`config.mk`:
```
export PLATFORM = sky130hd
export DESIGN_NAME = gtg_timer_group
export DESIGN_NICKNAME = d
export VERILOG_FILES = /design/src/rtl/gtg_timer_group.v
export VERILOG_INCLUDE_DIRS = /design/src /design/src/include
export SDC_FILE = /design/constraint.sdc
export NUM_CORES = 2
export LEC_CHECK = 0
export BUFFER_PORTS_ARGS = -buffer_cell sky130_fd_sc_hd__buf_2
export CAP_MARGIN = 20
export CORE_UTILIZATION = 50
export CTS_CLUSTER_SIZE = 24
export DETAILED_ROUTE_END_ITERATION = 10
export PLACE_DENSITY = 0.66
export SYNTH_ARGS = -nofsm -noshare
export SYNTH_HDL_FRONTEND = slang
export SYNTH_HIERARCHICAL = 1
export SYNTH_SLANG_ARGS = --single-unit
export TNS_END_PERCENT = 100
```
`constraint.sdc`:
```
create_clock -name sys_clk -period 6.1 [get_ports sys_clk]
set_clock_uncertainty 0.2 [all_clocks]
set_input_delay 1.83 -clock sys_clk [delete_from_list [all_inputs] [get_ports sys_clk]]
set_output_delay 1.83 -clock sys_clk [all_outputs]
set_load 0.1 [all_outputs]
```
`src/include/gtg_reg_map.vh`:
```
// register map and field layout of the two-timer group
// assumes byte addresses on an APB bus with 32-bit data
`ifndef GTG_REG_MAP_VH
`define GTG_REG_MAP_VH

// per-timer register offsets, relative to the timer base
`define GTG_OFF_CFG      8'h00
`define GTG_OFF_SNAP_LO  8'h04
`define GTG_OFF_SNAP_HI  8'h08
`define GTG_OFF_SNAP_TRG 8'h0c
`define GTG_OFF_ALM_LO   8'h10
`define GTG_OFF_ALM_HI   8'h14
`define GTG_OFF_LD_LO    8'h18
`define GTG_OFF_LD_HI    8'h1c
`define GTG_OFF_LD_TRG   8'h20

// timer bases
`define GTG_T0_BASE      8'h00
`define GTG_T1_BASE      8'h24

// group interrupt registers
`define GTG_INT_ENA      8'h98
`define GTG_INT_RAW      8'h9c
`define GTG_INT_ST       8'ha0
`define GTG_INT_CLR      8'ha4

// timer_config field positions
`define GTG_CFG_EN       31
`define GTG_CFG_UP       30
`define GTG_CFG_AUTO     29
`define GTG_CFG_DIV_HI   28
`define GTG_CFG_DIV_LO   13
`define GTG_CFG_EDGE_EN  12
`define GTG_CFG_LVL_EN   11
`define GTG_CFG_ALM_EN   10
`define GTG_CFG_XTAL     9

// reset values
`define GTG_RST_UP       1'b1
`define GTG_RST_DIV      16'h0001
`define GTG_RST_WORD     32'h0000_0000
`define GTG_RST_DWORD    64'h0000_0000_0000_0000

// interrupt bit positions and widths, and the prescaler divisor used for a zero divisor field
`define GTG_IRQ_WDT      2
`define GTG_IRQ_W        3
`define GTG_DIV_ZERO     17'h10000

`endif

```
`src/rtl/gtg_timer_group.v`:
```
// two general purpose 64-bit timers with prescalers, alarms, reload and
// the group interrupt registers, behind an APB slave
// assumes the watchdog timeout pulse comes from logic on sys_clk and the
// crystal clock arrives on a pin and is slower than half of sys_clk
//
// Added by the designer: register access over APB and the register addresses.
`timescale 1ns/1ps
`include "gtg_reg_map.vh"

module gtg_timer_chan (
    input  wire        sys_clk,            // system clock
    input  wire        resetn,             // async reset, active low
    input  wire        xtalTick,           // one pulse per rising crystal clock edge
    input  wire        cfgWr,              // timer_config write
    input  wire        almLoWr,            // alarm_value_low write
    input  wire        almHiWr,            // alarm_value_high write
    input  wire        ldLoWr,             // reload_value_low write
    input  wire        ldHiWr,             // reload_value_high write
    input  wire        snapWr,             // snapshot_trigger write
    input  wire        reloadWr,           // reload_trigger write
    input  wire [31:0] wdata,              // bus write data
    output wire [31:0] cfgRd,              // timer_config read view
    output wire [63:0] snapVal,            // snapshot readback
    output wire [63:0] almVal,             // alarm value
    output wire [63:0] ldVal,              // reload value
    output wire        levelIrqEnable,     // level line enable
    output wire        edgeIrqEnable,      // edge line enable
    output wire        alarmHit            // alarm event, one cycle
);
    reg        counterEnableQ;
    reg        countUpDirectionQ;
    reg        autoReloadEnableQ;
    reg [15:0] prescaleDivisorQ;
    reg        edgeIrqEnableQ;
    reg        levelIrqEnableQ;
    reg        alarmEnableQ;
    reg        sourceClockSelectQ;
    reg [15:0] preCntQ;
    reg [63:0] cntQ;
    reg [63:0] almQ;
    reg [63:0] ldQ;
    reg [63:0] snapQ;

    wire        srcTick;
    wire [16:0] effDiv;
    wire        lastPre;
    wire        tick;

    // source select and prescaler
    assign srcTick = sourceClockSelectQ ? xtalTick : 1'b1;
    assign effDiv  = (prescaleDivisorQ == 16'h0000) ? `GTG_DIV_ZERO
                                                    : {1'b0, prescaleDivisorQ};
    assign lastPre = (({1'b0, preCntQ} + 17'h00001) == effDiv);
    assign tick    = counterEnableQ & srcTick & lastPre;

    // alarm compare, including the late-enable case
    assign alarmHit = alarmEnableQ &
                      (countUpDirectionQ ? (cntQ >= almQ)
                                         : (cntQ <= almQ));

    assign cfgRd = {counterEnableQ, countUpDirectionQ, autoReloadEnableQ, prescaleDivisorQ,
                    edgeIrqEnableQ, levelIrqEnableQ, alarmEnableQ, sourceClockSelectQ, 9'h000};
    assign snapVal        = snapQ;
    assign almVal         = almQ;
    assign ldVal          = ldQ;
    assign levelIrqEnable = levelIrqEnableQ;
    assign edgeIrqEnable  = edgeIrqEnableQ;

    // configuration; a software write wins over the hardware disarm
    always @(posedge sys_clk or negedge resetn)
    begin
        if (!resetn)
        begin
            counterEnableQ     <= 1'b0;
            countUpDirectionQ  <= `GTG_RST_UP;
            autoReloadEnableQ  <= 1'b0;
            prescaleDivisorQ   <= `GTG_RST_DIV;
            edgeIrqEnableQ     <= 1'b0;
            levelIrqEnableQ    <= 1'b0;
            alarmEnableQ       <= 1'b0;
            sourceClockSelectQ <= 1'b0;
        end
        else if (cfgWr)
        begin
            counterEnableQ     <= wdata[`GTG_CFG_EN];
            countUpDirectionQ  <= wdata[`GTG_CFG_UP];
            autoReloadEnableQ  <= wdata[`GTG_CFG_AUTO];
            prescaleDivisorQ   <= wdata[`GTG_CFG_DIV_HI:`GTG_CFG_DIV_LO];
            edgeIrqEnableQ     <= wdata[`GTG_CFG_EDGE_EN];
            levelIrqEnableQ    <= wdata[`GTG_CFG_LVL_EN];
            alarmEnableQ       <= wdata[`GTG_CFG_ALM_EN];
            sourceClockSelectQ <= wdata[`GTG_CFG_XTAL];
        end
        else if (alarmHit)
        begin
            alarmEnableQ <= 1'b0;
        end
    end

    // prescaler count, restarted while the timer is off
    always @(posedge sys_clk or negedge resetn)
    begin
        if (!resetn)
            preCntQ <= 16'h0000;
        else if (!counterEnableQ)
            preCntQ <= 16'h0000;
        else if (srcTick)
            preCntQ <= lastPre ? 16'h0000 : (preCntQ + 16'h0001);
    end

    // time-base counter: software reload, then auto reload, then step
    always @(posedge sys_clk or negedge resetn)
    begin
        if (!resetn)
            cntQ <= `GTG_RST_DWORD;
        else if (reloadWr)
            cntQ <= ldQ;
        else if (alarmHit && autoReloadEnableQ)
            cntQ <= ldQ;
        else if (tick)
            cntQ <= countUpDirectionQ ? (cntQ + 64'h1) : (cntQ - 64'h1);
    end

    // alarm and reload values; writing them never touches the counter
    always @(posedge sys_clk or negedge resetn)
    begin
        if (!resetn)
        begin
            almQ <= `GTG_RST_DWORD;
            ldQ  <= `GTG_RST_DWORD;
        end
        else
        begin
            if (almLoWr)
                almQ[31:0] <= wdata;
            if (almHiWr)
                almQ[63:32] <= wdata;
            if (ldLoWr)
                ldQ[31:0] <= wdata;
            if (ldHiWr)
                ldQ[63:32] <= wdata;
        end
    end

    // snapshot copy, held until the next trigger
    always @(posedge sys_clk or negedge resetn)
    begin
        if (!resetn)
            snapQ <= `GTG_RST_DWORD;
        else if (snapWr)
            snapQ <= cntQ;
    end
endmodule // gtg_timer_chan

module gtg_timer_group (
    input  wire        sys_clk,            // system clock, 100 MHz
    input  wire        resetn,             // async reset, active low
    input  wire [7:0]  paddr,              // APB byte address
    input  wire        psel,               // APB select
    input  wire        penable,            // APB access phase
    input  wire        pwrite,             // APB direction, high for write
    input  wire [31:0] pwdata,             // APB write data
    output reg  [31:0] prdata,             // APB read data
    output reg         pready,             // APB ready
    output reg         pslverr,            // APB error on unmapped address
    input  wire        crystalClock,       // crystal clock pin
    input  wire        watchdogTimeout,    // watchdog stage timeout pulse
    output reg  [1:0]  timerLevelIrq,      // per-timer level interrupt
    output reg  [1:0]  timerEdgeIrq,       // per-timer edge interrupt
    output reg         watchdogLevelIrq,   // watchdog level interrupt
    output reg         watchdogEdgeIrq     // watchdog edge interrupt
);
    reg                   xtalS1Q;
    reg                   xtalS2Q;
    reg                   xtalS3Q;
    reg [`GTG_IRQ_W-1:0]  irqRawQ;
    reg [`GTG_IRQ_W-1:0]  irqMaskEnableQ;
    reg [31:0]            rdMux;
    reg                   intHit;

    wire                  xtalTick;
    wire                  setupPh;
    wire                  wrEn;
    wire [63:0]           chanRd;
    wire [1:0]            chanHit;
    wire [1:0]            alarmHit;
    wire [1:0]            lvlEn;
    wire [1:0]            edgeEn;
    wire [`GTG_IRQ_W-1:0] irqSet;
    wire [`GTG_IRQ_W-1:0] irqClr;
    wire [`GTG_IRQ_W-1:0] irqRawD;
    wire [`GTG_IRQ_W-1:0] irqMasked;

    // crystal pin synchroniser; the edge detector compares the second and third stages
    always @(posedge sys_clk or negedge resetn)
    begin
        if (!resetn)
        begin
            xtalS1Q <= 1'b0;
            xtalS2Q <= 1'b0;
            xtalS3Q <= 1'b0;
        end
        else
        begin
            xtalS1Q <= crystalClock;
            xtalS2Q <= xtalS1Q;
            xtalS3Q <= xtalS2Q;
        end
    end
    assign xtalTick = xtalS2Q & ~xtalS3Q;

    // bus phases; writes act at the access edge with pready high
    assign setupPh = psel & ~penable;
    assign wrEn    = psel & penable & pready & pwrite;

    // one channel per timer with its own address window
    genvar gi;
    generate
        for (gi = 0; gi < 2; gi = gi + 1)
        begin : gTmr
            localparam [7:0] BASE = (gi == 0) ? `GTG_T0_BASE : `GTG_T1_BASE;
            wire [7:0]  off;
            wire [31:0] cfgRd;
            wire [63:0] snapVal;
            wire [63:0] almVal;
            wire [63:0] ldVal;
            reg  [31:0] rd;
            reg         hit;

            assign off = paddr - BASE;

            gtg_timer_chan uChan (
                .sys_clk        (sys_clk),
                .resetn         (resetn),
                .xtalTick       (xtalTick),
                .cfgWr          (wrEn & (off == `GTG_OFF_CFG)),
                .almLoWr        (wrEn & (off == `GTG_OFF_ALM_LO)),
                .almHiWr        (wrEn & (off == `GTG_OFF_ALM_HI)),
                .ldLoWr         (wrEn & (off == `GTG_OFF_LD_LO)),
                .ldHiWr         (wrEn & (off == `GTG_OFF_LD_HI)),
                .snapWr         (wrEn & (off == `GTG_OFF_SNAP_TRG)),
                .reloadWr       (wrEn & (off == `GTG_OFF_LD_TRG)),
                .wdata          (pwdata),
                .cfgRd          (cfgRd),
                .snapVal        (snapVal),
                .almVal         (almVal),
                .ldVal          (ldVal),
                .levelIrqEnable (lvlEn[gi]),
                .edgeIrqEnable  (edgeEn[gi]),
                .alarmHit       (alarmHit[gi])
            );

            // read view of this timer's window; trigger words read zero
            always @*
            begin
                rd  = `GTG_RST_WORD;
                hit = 1'b1;
                if (off == `GTG_OFF_CFG)
                    rd = cfgRd;
                else if (off == `GTG_OFF_SNAP_LO)
                    rd = snapVal[31:0];
                else if (off == `GTG_OFF_SNAP_HI)
                    rd = snapVal[63:32];
                else if (off == `GTG_OFF_ALM_LO)
                    rd = almVal[31:0];
                else if (off == `GTG_OFF_ALM_HI)
                    rd = almVal[63:32];
                else if (off == `GTG_OFF_LD_LO)
                    rd = ldVal[31:0];
                else if (off == `GTG_OFF_LD_HI)
                    rd = ldVal[63:32];
                else if (off == `GTG_OFF_SNAP_TRG || off == `GTG_OFF_LD_TRG)
                    rd = `GTG_RST_WORD;
                else
                    hit = 1'b0;
            end

            assign chanRd[gi*32 +: 32] = rd;
            assign chanHit[gi]         = hit;
        end
    endgenerate

    // raw interrupt bits: a new event wins over a clear in the same cycle
    assign irqSet    = {watchdogTimeout, alarmHit};
    assign irqClr    = (wrEn && paddr == `GTG_INT_CLR) ? pwdata[`GTG_IRQ_W-1:0] : 3'h0;
    assign irqRawD   = (irqRawQ & ~irqClr) | irqSet;
    assign irqMasked = irqRawQ & irqMaskEnableQ;

    always @(posedge sys_clk or negedge resetn)
    begin
        if (!resetn)
        begin
            irqRawQ        <= 3'h0;
            irqMaskEnableQ <= 3'h0;
        end
        else
        begin
            irqRawQ <= irqRawD;
            if (wrEn && paddr == `GTG_INT_ENA)
                irqMaskEnableQ <= pwdata[`GTG_IRQ_W-1:0];
        end
    end

    // interrupt lines, level held from the raw bit, edge one cycle wide
    always @(posedge sys_clk or negedge resetn)
    begin
        if (!resetn)
        begin
            timerLevelIrq    <= 2'h0;
            timerEdgeIrq     <= 2'h0;
            watchdogLevelIrq <= 1'b0;
            watchdogEdgeIrq  <= 1'b0;
        end
        else
        begin
            timerLevelIrq    <= irqRawD[1:0] & lvlEn;
            timerEdgeIrq     <= alarmHit & edgeEn;
            watchdogLevelIrq <= irqRawD[`GTG_IRQ_WDT];
            watchdogEdgeIrq  <= watchdogTimeout;
        end
    end

    // group register read view
    always @*
    begin
        rdMux  = chanRd[31:0] | chanRd[63:32];
        intHit = 1'b1;
        if (paddr == `GTG_INT_ENA)
            rdMux = {29'h0000_0000, irqMaskEnableQ};
        else if (paddr == `GTG_INT_RAW)
            rdMux = {29'h0000_0000, irqRawQ};
        else if (paddr == `GTG_INT_ST)
            rdMux = {29'h0000_0000, irqMasked};
        else if (paddr == `GTG_INT_CLR)
            rdMux = `GTG_RST_WORD;
        else
            intHit = 1'b0;
    end

    // APB answer: captured in the setup cycle, one access cycle, no waits
    always @(posedge sys_clk or negedge resetn)
    begin
        if (!resetn)
        begin
            prdata  <= `GTG_RST_WORD;
            pready  <= 1'b0;
            pslverr <= 1'b0;
        end
        else
        begin
            pready  <= setupPh;
            pslverr <= setupPh & ~(intHit | (|chanHit));
            if (setupPh && !pwrite)
                prdata <= rdMux;
        end
    end
endmodule // gtg_timer_group

```
==> impl_summary.log <==
[metrics] worst slew pin tran: 0.988 ns
[metrics] post-detailed-placement cell area: 42600 µm²
[metrics] arrival time at the worst endpoint: 5.17 ns
[metrics] Area Overhead vs Synth: 9.01%
[metrics] count of instances resized after the clock tree is built: 0
[metrics] Avg Synthesized Cell Area: 9.16 µm²
[metrics] number of global-route vias before repair: 34000
[metrics] number of buffers inserted during clock tree synthesis: 73
[metrics] leading register cell type out of synthesis: sky130_fd_sc_hd__dfrtp_1
[metrics] remaining number of nets flagged by the antenna check after routing: 0
[metrics] dpl hpwl: 103 mm
[metrics] Die Y: 290 µm
[metrics] Total Routed Length: 140 mm
[metrics] antenna violations before repair: 17
[metrics] clock network fraction of total power: 45.4%
[metrics] first drt pass iteration count: 6
[metrics] power density normalized to cell area: 228 nW/µm²
[metrics] Critical Path, Cell by Cell: inv_2 -> buf_4 -> ha_1 -> nand4_1 -> nor2_1 -> o2111ai_1 -> o21ai_0 -> a311oi_1 -> o31ai_1 -> buf_4 -> nand3_1 -> o21ai_0 -> xor2_1 -> mux2i_1 -> o21ai_0
[metrics] count of standard-cell rows: 105
[metrics] Leak Pwr: 22.0 nW
[metrics] number of H-tree levels: 3
[metrics] kind of capture point of the worst setup path: flop
[metrics] pin count of the biggest net entering global routing: 113
[metrics] final count of negative-setup-slack endpoints: 0
[metrics] worst skew pair latency: 0.64 ns
[metrics] fraction of post-synthesis cell area in the top cell type by area: 38.3%
[metrics] proportion of synthesized flip-flops having asynchronous set or reset: 100%
[metrics] critical register-to-register path startpoint: gTmr[0].uChan/countUpDirectionQ$_DFFE_PN1P_
[metrics] share of layout cells above drive strength 1: 14.1%
[metrics] post-synth design cell area: 41500 µm²
[metrics] setup total negative slack: 0 ns
[metrics] Total Die Area: 84100 µm²
[metrics] library cell occupying the most area in the post-synthesis netlist: sky130_fd_sc_hd__dfrtp_1
[metrics] root buffer cell: sky130_fd_sc_hd__clkbuf_16
[metrics] buffers from clock root to sink, at most: 3
[metrics] floorplan core area: 82100 µm²
[metrics] total internal power: 0.00735 W
[metrics] class of the most critical setup path: reg -> reg
[metrics] dominant cells by area after synthesis: sky130_fd_sc_hd__dfrtp_1 38%, sky130_fd_sc_hd__mux2_2 8.2%, sky130_fd_sc_hd__ha_1 7.7%, sky130_fd_sc_hd__o21ai_0 5.5%, sky130_fd_sc_hd__a21oi_1 3.9%
[metrics] total power after layout: 0.0103 W
[metrics] start point of the critical path: gTmr[0].uChan/countUpDirectionQ$_DFFE_PN1P_
[metrics] synthesis-stage register bit count: 638
[metrics] largest incremental delay on the critical path: 0.58 ns
[metrics] number of top-level pins: 87
[metrics] Most Frequent Cell on Critical Path: sky130_fd_sc_hd__o21ai_0
[metrics] Total Nets Final: 4753
[metrics] via count: 35800
[metrics] endpoint of the worst register-to-register path: gTmr[0].uChan/cntQ[58]$_DFFE_PN0P_
[metrics] average wire length per cell after detail routing: 25.1 µm
[metrics] first-pass GRT wire length: 214 mm
[metrics] share of the clock period used by the worst path: 79.6%
[metrics] YS warnings: 6
[metrics] Post-Layout Cell Count: 5581
[metrics] hold buffer count at CTS: 0
[metrics] Iteration-0 DRC Markers: 3819
[metrics] Placed Cells incl. Taps: 5444
[metrics] number of max-slew violations in the final report: 0
[metrics] Min Clock Period, post-route: 4.85 ns
[metrics] detailed-route vias per instance: 6.42
[metrics] number of stages on the worst hold path: 0
[metrics] DR DRC count: 0
[metrics] cell area after layout: 45200 µm²
[metrics] net load switching power: 0.00296 W
[metrics] Tot GR Track Use: 32.8%
[metrics] EDFF count, synth: 0
[metrics] postcts setup bufs: 0
[metrics] initial cell density of the core: 50.5%
[metrics] Die Span X: 290 µm
[metrics] largest voltage drop on the vdd net: 0.209 mV
[metrics] final count of hold timing violations: 0
[metrics] CTS tree: done
[metrics] sequential element share of the synthesized area: 38.5%
[metrics] # port buffers: 86
[metrics] critical path launch point type: flop
[metrics] Synth Instances: 4524
[metrics] Combinational Power Share: 10.9%
[metrics] gp weighted congestion: 0.930
[metrics] sw frac: 28.7%
[metrics] Fmax achieved: 206 MHz
[metrics] worst min-delay path class: reg -> reg
[metrics] count of distinct cell types in the synthesized netlist: 88
[metrics] total number of clock tree sinks: 638
[metrics] worst max-slew margin expressed relative to the limit: 34.0%
[metrics] CP Data Required Time: 6.42 ns
[metrics] Reg2Reg Depth: 15
[metrics] GR Overflow Total: 0
[metrics] Max stage delay cell, worst path: sky130_fd_sc_hd__o21ai_0
[metrics] RSZ-0062 raised after global routing: false
[metrics] max capacitance violation total: 0
[metrics] share of power burned in registers: 43.7%
[metrics] maximum fanout along the worst path: 29
[metrics] run status: complete, no violations
[metrics] reg2reg setup slack: 1.25 ns
[metrics] CTS clock-pin slew for the worst setup and hold paths: 0.06 ns
[metrics] CP endpoint: gTmr[0].uChan/cntQ[58]$_DFFE_PN0P_
[registers in the layout (all words and copies together) (netlist names), 3 cells and up]
signal                       cells
gTmr.uChan/almVal              128
gTmr.uChan/cntQ                128
gTmr.uChan/ldVal               128
gTmr.uChan/snapVal             128
gTmr.uChan/preCntQ              32
gTmr.uChan/prescaleDivisorQ     32
prdata                          32
irqMaskEnableQ                   3
irqRawQ                          3
[power groups by stage]
| stage | Sequential [W] | Combinational (W) | Clock, W |
|---|---|---|---|
| after floorplan | 0.00475 | 0.000527 | 0 |
| after global placement | 0.00457 | 0.00110 | 0 |
| after detailed placement | 0.00456 | 0.00112 | 0 |
| after CTS | 0.00449 | 0.00112 | 0.00472 |
| after global routing | 0.00451 | 0.00122 | 0.00490 |
| final | 0.00450 | 0.00113 | 0.00468 |
[cell usage in the layout, fill, tap and decap left out, types with 73 or more instances in the layout]
cell type	n
sky130_fd_sc_hd__mux2_2	303
sky130_fd_sc_hd__nand4_1	85
sky130_fd_sc_hd__nand3_1	86
sky130_fd_sc_hd__nand2b_1	83
sky130_fd_sc_hd__ha_1	254
sky130_fd_sc_hd__nor2_1	245
sky130_fd_sc_hd__a21oi_1	322
sky130_fd_sc_hd__nand2_1	427
sky130_fd_sc_hd__xnor2_1	100
sky130_fd_sc_hd__o21ai_0	459
sky130_fd_sc_hd__buf_2	83
sky130_fd_sc_hd__dfrtp_1	634
sky130_fd_sc_hd__a21o_1	172
sky130_fd_sc_hd__clkbuf_16	73
sky130_fd_sc_hd__inv_1	184
[synth_stat cells (13+ instances only)]
master and count:
sky130_fd_sc_hd__mux2i_1 26, sky130_fd_sc_hd__o21a_1 20, sky130_fd_sc_hd__a21oi_1 322, sky130_fd_sc_hd__buf_1 28
sky130_fd_sc_hd__o221ai_1 35, sky130_fd_sc_hd__nor4_1 19, sky130_fd_sc_hd__xor2_1 54, sky130_fd_sc_hd__nor2b_1 57
sky130_fd_sc_hd__o2bb2ai_1 28, sky130_fd_sc_hd__o211ai_1 15, sky130_fd_sc_hd__dfrtp_1 634, sky130_fd_sc_hd__o21ai_0 459
sky130_fd_sc_hd__o21bai_1 13, sky130_fd_sc_hd__xnor2_1 100, sky130_fd_sc_hd__nand3_1 88, sky130_fd_sc_hd__mux2_2 303
sky130_fd_sc_hd__a221o_1 35, sky130_fd_sc_hd__a21boi_0 15, sky130_fd_sc_hd__a22oi_1 31, sky130_fd_sc_hd__o22ai_1 33
sky130_fd_sc_hd__a2bb2oi_1 30, sky130_fd_sc_hd__nand2_1 427, sky130_fd_sc_hd__a211oi_1 23, sky130_fd_sc_hd__buf_4 37
sky130_fd_sc_hd__nand2b_1 83, sky130_fd_sc_hd__inv_1 186, sky130_fd_sc_hd__or4_1 42, sky130_fd_sc_hd__clkbuf_1 217
sky130_fd_sc_hd__nand4_1 85, sky130_fd_sc_hd__nor3_1 34, sky130_fd_sc_hd__a32oi_1 32, sky130_fd_sc_hd__ha_1 254
sky130_fd_sc_hd__buf_2 27, sky130_fd_sc_hd__and3_1 36, sky130_fd_sc_hd__and2_1 25, sky130_fd_sc_hd__nor2_1 249
sky130_fd_sc_hd__o31ai_1 26, sky130_fd_sc_hd__a31oi_1 47, sky130_fd_sc_hd__a21o_1 172
[critical path: cells and delay by family (launching register included)]
family	cells	cell delay [ns]
fa+ha+maj	1	0.48
flops	1	0.54
simple gates	3	0.57
compound gates	6	1.96
xor+xnor	1	0.25
mux	1	0.10
buf+inv	3	0.62
[layer usage]
| layer | vias to the layer above | track usage (%) | part of all wire, % |
|---|---|---|---|
| met3 | 255 | 4.43 | 7.7 |
| met5 | - | 0 | 0.051 |
| met1 | 17700 | 46.9 | 44 |
| li1 | 16400 | - | - |
| met2 | 1455 | 50.0 | 44 |
| met4 | 10 | 13.4 | 4.4 |
[through the flow]
step	setup slack [ns]	hold WS, ns	util [%]
floorplan	1.41	0.131	-
global placement	0.862	0.133	51.9
detailed placement	0.853	0.139	51.9
CTS	1.32	0.153	55.0
global route	0.963	0.167	55.0
finish	1.25	0.158	55.0
[area by class of cell]
class / instances / area [µm²]
fillers: 7329 / 36900
multi-input cells: 3401 / 23600
flip-flops and latches: 638 / 16000
clock buffers: 96 / 2010
well taps: 1070 / 1340
repair buffers: 150 / 1070
inverters: 186 / 698
clock inverters: 35 / 509
diodes: 5 / 12.5
[worst min path at each step]
stage / from / slack, ns / endpoint
final: xtalS1Q$_DFF_PN0_ / 0.16 / xtalS2Q$_DFF_PN0_
after floorplan: xtalS1Q$_DFF_PN0_ / 0.13 / xtalS2Q$_DFF_PN0_
after global routing: xtalS1Q$_DFF_PN0_ / 0.17 / xtalS2Q$_DFF_PN0_
after detailed placement: xtalS1Q$_DFF_PN0_ / 0.14 / xtalS2Q$_DFF_PN0_
after global placement: xtalS1Q$_DFF_PN0_ / 0.13 / xtalS2Q$_DFF_PN0_
after CTS: xtalS1Q$_DFF_PN0_ / 0.15 / xtalS2Q$_DFF_PN0_
[logic make-up after synthesis]
| family | count (synthesis) | synth area share, % |
|---|---|---|
| muxes | 329 | 8.86 |
| DFF | 638 | 38.5 |
| and+or+nand+nor | 1224 | 14.9 |
| other | 2 | 0.0181 |
| AOI/OAI and AO/OA | 1418 | 21.6 |
| xor gates and xnor gates | 156 | 3.33 |
| adders and majority gates | 256 | 7.76 |
| buffers and inverters | 501 | 5.05 |
Note: power is estimated with default switching activity, not from simulation.
